`src/inc/dcdc_pkg.sv`:
```
// package for the dual converter data control block
package dcdc_pkg;
  localparam int          DCDC_ADDR_W        = 8;
  localparam int          DCDC_DATA_W        = 8;
  localparam int          DCDC_CODE_W        = 12;
  localparam logic [7:0]  DCDC_CH0_LOW_ADDR  = 8'hf9;
  localparam logic [7:0]  DCDC_CH0_HIGH_ADDR = 8'hfa;
  localparam logic [7:0]  DCDC_CH1_LOW_ADDR  = 8'hfb;
  localparam logic [7:0]  DCDC_CH1_HIGH_ADDR = 8'hfc;
  localparam logic [7:0]  DCDC_CTRL_ADDR     = 8'hfd;
  localparam logic [7:0]  DCDC_DATA_RESET    = 8'h00;
  localparam logic [7:0]  DCDC_CTRL_RESET    = 8'h04;
  localparam int          DCDC_BIT_MODE8     = 7;
  localparam int          DCDC_BIT_RANGE1    = 6;
  localparam int          DCDC_BIT_RANGE0    = 5;
  localparam int          DCDC_BIT_CLEAR1    = 4;
  localparam int          DCDC_BIT_CLEAR0    = 3;
  localparam int          DCDC_BIT_SYNC      = 2;
  localparam int          DCDC_BIT_POWER1    = 1;
  localparam int          DCDC_BIT_POWER0    = 0;
  localparam logic [11:0] DCDC_CODE_ZERO     = 12'h000;

  // what one converter core receives
  typedef struct packed {
    logic [11:0] code;
    logic        range_supply;
    logic        power_on;
  } dcdc_chan_s;
endpackage : dcdc_pkg

```
`src/rtl/dcdc_channel.sv`:
```
// one converter channel: code assembly, update latch and clear
`timescale 1ns/1ps
`default_nettype none
module dcdc_channel
  import dcdc_pkg::*;
(
  input  wire logic        clk,
  input  wire logic        nrst,
  input  wire logic [7:0]  data_low,
  input  wire logic [7:0]  data_high,
  input  wire logic        mode8,
  input  wire logic        range_supply,
  input  wire logic        output_clear_n,
  input  wire logic        power_on,
  input  wire logic        load,
  output dcdc_pkg::dcdc_chan_s chan
);
  import dcdc_pkg::*;

  logic [11:0] held_code;
  logic [11:0] next_code;

  // 8-bit mode takes the low byte only; the high byte is dropped
  assign next_code = mode8 ? {4'h0, data_low} : {data_high[3:0], data_low};

  always_ff @(posedge clk)
  begin
    if (!nrst)
      held_code <= DCDC_CODE_ZERO;
    else if (load)
      held_code <= next_code;
  end

  // clear forces zero without losing the held code; one driver for the whole struct
  assign chan = '{code:         output_clear_n ? held_code : DCDC_CODE_ZERO,
                  range_supply: range_supply,
                  power_on:     power_on};
endmodule : dcdc_channel
`default_nettype wire

```
`src/rtl/dcdc_top.sv`:
```
// register file and update control for the two converter channels
`timescale 1ns/1ps
`default_nettype none
module dcdc_top
  import dcdc_pkg::*;
(
  input  wire logic                  clk,
  input  wire logic                  nrst,
  input  wire logic [7:0]            sfr_addr,
  input  wire logic [7:0]            sfr_wdata,
  input  wire logic                  sfr_wr,
  input  wire logic                  sfr_rd,
  output logic      [7:0]            sfr_rdata,
  output logic                       sfr_sel,
  output dcdc_pkg::dcdc_chan_s       ch0,
  output dcdc_pkg::dcdc_chan_s       ch1
);
  import dcdc_pkg::*;

  // the register map holds exactly two channels
  localparam int CHANNELS = 2;

  // software-visible registers
  logic [7:0] ch0_data_low;
  logic [7:0] ch0_data_high;
  logic [7:0] ch1_data_low;
  logic [7:0] ch1_data_high;
  logic [7:0] converter_control;

  // address decode
  wire hit_ch0_low  = sfr_addr == DCDC_CH0_LOW_ADDR;
  wire hit_ch0_high = sfr_addr == DCDC_CH0_HIGH_ADDR;
  wire hit_ch1_low  = sfr_addr == DCDC_CH1_LOW_ADDR;
  wire hit_ch1_high = sfr_addr == DCDC_CH1_HIGH_ADDR;
  wire hit_ctrl     = sfr_addr == DCDC_CTRL_ADDR;

  // write strobes, one per register
  wire wr_ch0_low   = sfr_wr && hit_ch0_low;
  wire wr_ch0_high  = sfr_wr && hit_ch0_high;
  wire wr_ch1_low   = sfr_wr && hit_ch1_low;
  wire wr_ch1_high  = sfr_wr && hit_ch1_high;
  wire wr_ctrl      = sfr_wr && hit_ctrl;

  // control fields
  wire mode8              = converter_control[DCDC_BIT_MODE8];
  wire ch1_range_select   = converter_control[DCDC_BIT_RANGE1];
  wire ch0_range_select   = converter_control[DCDC_BIT_RANGE0];
  wire ch1_output_clear_n = converter_control[DCDC_BIT_CLEAR1];
  wire ch0_output_clear_n = converter_control[DCDC_BIT_CLEAR0];
  wire sync_now           = converter_control[DCDC_BIT_SYNC];
  wire ch1_power_on       = converter_control[DCDC_BIT_POWER1];
  wire ch0_power_on       = converter_control[DCDC_BIT_POWER0];

  // only a 0->1 step of the sync bit fires; rewriting it high reloads nothing
  wire sync_rise = wr_ctrl && !sync_now && sfr_wdata[DCDC_BIT_SYNC];

  // next register values: hold unless addressed by a write
  wire [7:0] next_ch0_data_low      = wr_ch0_low  ? sfr_wdata : ch0_data_low;
  wire [7:0] next_ch0_data_high     = wr_ch0_high ? sfr_wdata : ch0_data_high;
  wire [7:0] next_ch1_data_low      = wr_ch1_low  ? sfr_wdata : ch1_data_low;
  wire [7:0] next_ch1_data_high     = wr_ch1_high ? sfr_wdata : ch1_data_high;
  wire [7:0] next_converter_control = wr_ctrl     ? sfr_wdata : converter_control;

  // per-channel views so the channel logic is one loop
  wire [CHANNELS-1:0][7:0] low_byte  = {ch1_data_low, ch0_data_low};
  wire [CHANNELS-1:0][7:0] high_byte = {ch1_data_high, ch0_data_high};
  wire [CHANNELS-1:0]      low_write = {wr_ch1_low, wr_ch0_low};
  wire [CHANNELS-1:0]      range_sel = {ch1_range_select, ch0_range_select};
  wire [CHANNELS-1:0]      clear_n   = {ch1_output_clear_n, ch0_output_clear_n};
  wire [CHANNELS-1:0]      power_on  = {ch1_power_on, ch0_power_on};
  wire [CHANNELS-1:0]      next_load;
  logic [CHANNELS-1:0]     load_q;
  wire dcdc_chan_s [CHANNELS-1:0] chan_out;

  always_ff @(posedge clk)
  begin
    if (!nrst)
      ch0_data_low <= DCDC_DATA_RESET;
    else
      ch0_data_low <= next_ch0_data_low;
  end

  always_ff @(posedge clk)
  begin
    if (!nrst)
      ch0_data_high <= DCDC_DATA_RESET;
    else
      ch0_data_high <= next_ch0_data_high;
  end

  always_ff @(posedge clk)
  begin
    if (!nrst)
      ch1_data_low <= DCDC_DATA_RESET;
    else
      ch1_data_low <= next_ch1_data_low;
  end

  always_ff @(posedge clk)
  begin
    if (!nrst)
      ch1_data_high <= DCDC_DATA_RESET;
    else
      ch1_data_high <= next_ch1_data_high;
  end

  always_ff @(posedge clk)
  begin
    if (!nrst)
      converter_control <= DCDC_CTRL_RESET;
    else
      converter_control <= next_converter_control;
  end

  // the byte lands at the write edge, so the load pulse trails it by one edge
  always_ff @(posedge clk)
  begin
    if (!nrst)
      load_q <= '0;
    else
      load_q <= next_load;
  end

  // full byte reads back; the converter alone drops unused bits
  wire [7:0] next_rdata = hit_ch0_low  ? ch0_data_low  :
                          hit_ch0_high ? ch0_data_high :
                          hit_ch1_low  ? ch1_data_low  :
                          hit_ch1_high ? ch1_data_high :
                          hit_ctrl     ? converter_control : 8'h00;
  assign sfr_sel = hit_ch0_low || hit_ch0_high || hit_ch1_low || hit_ch1_high || hit_ctrl;

  // registered read data stands until the next read strobe
  always_ff @(posedge clk)
  begin
    if (!nrst)
      sfr_rdata <= 8'h00;
    else if (sfr_rd)
      sfr_rdata <= next_rdata;
  end

  for (genvar g = 0; g < CHANNELS; g++)
  begin : g_chan
    wire [7:0] channel_data_low  = low_byte[g];
    wire [7:0] channel_data_high = high_byte[g];

    // immediate mode follows the low byte; a sync rise loads both at once
    assign next_load[g] = (low_write[g] && sync_now) || sync_rise;

    dcdc_channel u_chan (
      .clk            (clk),
      .nrst           (nrst),
      .data_low       (channel_data_low),
      .data_high      (channel_data_high),
      .mode8          (mode8),
      .range_supply   (range_sel[g]),
      .output_clear_n (clear_n[g]),
      .power_on       (power_on[g]),
      .load           (load_q[g]),
      .chan           (chan_out[g])
    );
  end

  assign ch0 = chan_out[0];
  assign ch1 = chan_out[1];
endmodule : dcdc_top
`default_nettype wire

```
`config.mk`:
```
export PLATFORM = sky130hd
export DESIGN_NAME = dcdc_top
export DESIGN_NICKNAME = d
export VERILOG_FILES = /design/src/inc/dcdc_pkg.sv /design/src/rtl/dcdc_channel.sv /design/src/rtl/dcdc_top.sv
export SDC_FILE = /design/constraint.sdc
export NUM_CORES = 1
export LEC_CHECK = 0
export BUFFER_PORTS_ARGS = -buffer_cell sky130_fd_sc_hd__buf_2
export CORE_ASPECT_RATIO = 0.7
export CORE_MARGIN = 2
export CORE_UTILIZATION = 50
export DETAILED_ROUTE_END_ITERATION = 8
export HOLD_SLACK_MARGIN = 0.1
export PLACE_DENSITY = 0.79
export SLEW_MARGIN = 20
export SYNTH_ARGS = -nofsm -noshare
export SYNTH_HDL_FRONTEND = slang
export SYNTH_SLANG_ARGS = --single-unit
```
`constraint.sdc`:
```
create_clock -name clk -period 1.5 [get_ports clk]
set_input_delay 0.15 -clock clk [delete_from_list [all_inputs] [get_ports clk]]
set_output_delay 0.15 -clock clk [all_outputs]
set_load 0.01 [all_outputs]
```
### Word level (Yosys, flattened, before mapping)

Cells that the tools add are included.

* flip-flop bits (word level): 74
* bits of input ports: 20
* output and inout bits: 37
* logic and storage cells: 39

* eq/ne operators: 5
* multiplexer cells: 9
* reduce and logical (&&, ||, !) cells: 16

Operator list (count)
* $mux 12: 4
* $eq 8x8->1 const B: 5
* $mux 8: 5
* $logic_and 1x1->1: 9
* $logic_or 1x1->1: 6
* $logic_not 1->1: 1

### Depth between registers and ports, before layout

* depth in word-level cells: 6
* mapped depth: 7
* mapped depth without buffers: 4

### By module

From an unflattened synthesis, not the netlist that was laid out.

* cells, all modules: 350
* area total of the unflattened synthesis: 3354.5 um2

Modules (own cells, without submodules)
* dcdc_top: instances 1, cells an instance 232, area each 2203.4 um2, seq. area each 1001.0 um2
* dcdc_channel: instances 2, cells an instance 59, area each 575.6 um2, seq. area each 240.2 um2

### Least setup slack after synthesis

OpenSTA, ideal clock, no wires.

* path kind: input to output
* from: input port sfr_addr[6]
* to: output port sfr_sel
* arrival: 1.084 ns
* required time: 1.350 ns
* path slack: 0.266 ns
* stages: 5
* buffers on the path: 2
* cell sequence: and4_1 > buf_6 > and2_1 > buf_2 > a21boi_0

* cells in the longest elaborated chain, start to end: 5
* elaborated cells on any way between the ends: 9
* classes of those cells: 5 x eq/ne; 4 x reduce/logical

Ends and longest elaborated chain
* start: declaration: RTL line dcdc_top.sv:9 `input wire logic [7:0] sfr_addr,`
* $eq 8x8->1, on equally long branches: RTL line dcdc_top.sv:31, dcdc_top.sv:32
* $logic_or 1x1->1 (3 in series): RTL line dcdc_top.sv:130 `assign sfr_sel = hit_ch0_low || hit_ch0_high || hit_ch1_low || hit_ch1_high || hit_ctrl;`
* $logic_or 1x1->1 (*): RTL line dcdc_top.sv:130
* end: declaration: RTL line dcdc_top.sv:14 `output logic sfr_sel,`

Mark *: on every way between the ends. The rest lies on a longest branch, timed or not.

==> flow_summary.ini <==
[clocking]
clkTransAtPathRegs_ns = 0.08
cts.repair.resized = 0
post_cts.repair.setup_buffers = 0
root_buffer = clkbuf_8
cts.sink_count = 74
cts_made_buffers = 9
htree_num_levels = 3
insertion_delay_ns = 0.36
hold_buffers = 0
cts_tree = built
clock_tree.buffer_depth = 2

[layout]
drive_gt1_frac = 0.250
insertedDiodeCount = 0
nets = 451
layout.core_utilization = 0.591
layout.cell_area.non_filler_um2 = 3940
area_delta_synth_final_pct = 15.9

[yosys]
yosys_most_used_dff = dfxtp_1
synth_top_cell_by_area = dfxtp_1
synth.area.mux_share = 0.0706
netlist_area_um2 = 3400
share_of_the_synthesized_netlist_area_taken_by_xor_and_xnor_gates = 0
synthesis.instances = 380
post_synth_main_area_contributors = dfxtp_1 44%, nand3_1 7.9%, mux2i_1 7.1%
yosys_warnings = 0
post_synth_fa_ha_maj_area_fraction = 0
synth_largest_type_area_fraction = 0.436
synth_simple_gate_area_share = 0.268
syn_nets = 400
synth-edff-count = 0
post_synth_most_frequent_cells = 74 x dfxtp_1, 54 x nand3_1, 39 x o21ai_1
dominant_combinational_cell_family_by_area_after_synthesis = simple AND/OR/NAND/NOR gates
synth_area_per_cell_um2 = 8.95
post-synth-top-count-cell = dfxtp_1
synth_seq_area_share = 0.436
ys_async_sr_fraction = 0
synth_area_in_compound_gates = 0.163
ys_types = 38
postSynthRegisterBits = 74

[global_routing]
grt_start_max_net_pins = 49
globalRouteOverflowTotal = 0
antenna_found_initial = 0
grt_first_pass_wirelength_um = 12500
grt_pass1_vias = 2518
grt_usage = 0.220

[setup_path]
critical-path-slowest-cell = dfxtp_1
worst-setup-path-type = flop to output port
timing.critical_path.arrival_ns = 1.25
worst_setup_path_end_kind = output port
crit_chain = buf_4, and2_1, buf_2
critical-path-max-stage-delay_ns = 0.47
worst_path_dominant_cell_family = flip-flops
critPathLaunchType = flop
cp_data_required_time_ns = 1.35
worstPathMaxFanout = 8
cp.buffers_inverters = 2

[placement]
place_ws_ns = 0.00105
dpl-instance-area_um2 = 3740
routability_cong = 0.961
buffers_added_on_ports = 56
place_hpwl_um = 5730

[timing]
fmax_ghz = 0.712
drv_slew = 0
layout_setup_ws_ns = 0.0951
clock_skew_ns = 0.0131
grt_setup_unrepaired = no
max_slew_margin = 0.735
final_min_period_over_clock_period = 0.937
fin_setup_tns_ns = 0
finalSetupViolations = 0
period_minus_slack_ns = 1.40
timing_worst_slew_pin_value_ns = 0.398
final-hold-violation-count = 0

[die]
io-pin-count = 57
core_area_um2 = 6660
floorplan.die_area_um2 = 7490
initial_core_util = 0.510
row_count = 25
die_height_um = 73
dieWidth_um = 103

[power_and_ir_drop]
max-vdd-ir-drop_mv = 0.453
total_leakage_power_nw = 1.55
power.density_cell_area_nw_per_um2 = 957
power.total_w = 0.00377

[detailed_routing]
post-route-drc-count = 0
drt-vias-per-instance = 5.35
drt_wl_total_um = 7780
dr_total_vias = 2838
count_of_tritonroute_iterations_in_the_first_routing_pass = 4
wl_per_cell_um = 14.7
antenna_left = 0
detailedRoute.firstIterationViolations = 186

[outcome]
status = complete, no violations

[min_path]
hold_path_class = primary input to flop

[flow_run]
timing.max_cap.violations = 0
layout make-up:
cell class                 count  area (um^2)
clock buffer                   9          124
multi-input combinational    269         1710
sequential                    74         1480
inverter                       4         15.0
tap                           94          118
fill                         621         2720
timing repair buffer          73          420
clock inverter                 7         76.3
cells in the final DEF, fill, tap and decap left out, types with 10 or more instances in the layout:
master and n:
nor2b_1 31, a21oi_1 14, nand3_1 54, o21a_1 10
buf_2 56, nand2_1 21, and2_1 28, buf_4 16
dfxtp_1 74, o21ai_1 39, mux2i_1 24
final timing paths:
path                             start                    to  slack (ns)  cells after the start
setup / recovery  converter_control[4]                ch1[7]         0.1                      3
hold reg to reg       ch1_data_high[6]      ch1_data_high[6]        0.46                      2
hold / removal            sfr_wdata[2]  converter_control[2]        0.17                      3
setup reg to reg  converter_control[4]          sfr_rdata[4]        0.47                      4
layer usage:
| metal | global-route usage | part of all wire | vias up |
|---|---|---|---|
| met4 | 0.0637 | 0.013 | 0 |
| met3 | 0.0709 | 0.075 | 9 |
| met5 | 0 | 0 | - |
| li1 | - | - | 1432 |
| met2 | 0.315 | 0.41 | 91 |
| met1 | 0.317 | 0.50 | 1306 |
cells by family after synthesis:
kind of cell,count (synthesis)
compound gates,92
buf+inv,37
mux,24
simple gates,153
flops,74
where the power goes:
part | leakage [nW] | switching, W | internal [W] | total [W]
Sequential | 0.597 | 0.00000706 | 0.00197 | 0.00198
Combinational | 0.860 | 0.000156 | 0.0000887 | 0.000245
Clock | 0.0962 | 0.000765 | 0.000778 | 0.00154
Total | 1.55 | 0.000928 | 0.00284 | 0.00377
tightest hold or removal path, cell delays in order:
cell and delay, ns:
buf_2 0.13, inv_1 0.10, o211ai_2 0.09
state kept, by name, summed over array words and instances, names as in the netlist:
name	flops
converter_control	8
ch0_data_low	8
sfr_rdata	8
g_chan.u_chan.held_code	24
ch0_data_high	8
ch1_data_low	8
ch1_data_high	8
load_q	2
metrics by stage:
step                cells  hold slack [ns]
floorplan             380            0.341
global placement      514            0.447
detailed placement    514            0.452
CTS                   530            0.148
global route          530            0.165
finish                530            0.168
No activity file was read; power rests on OpenSTA's default activity.
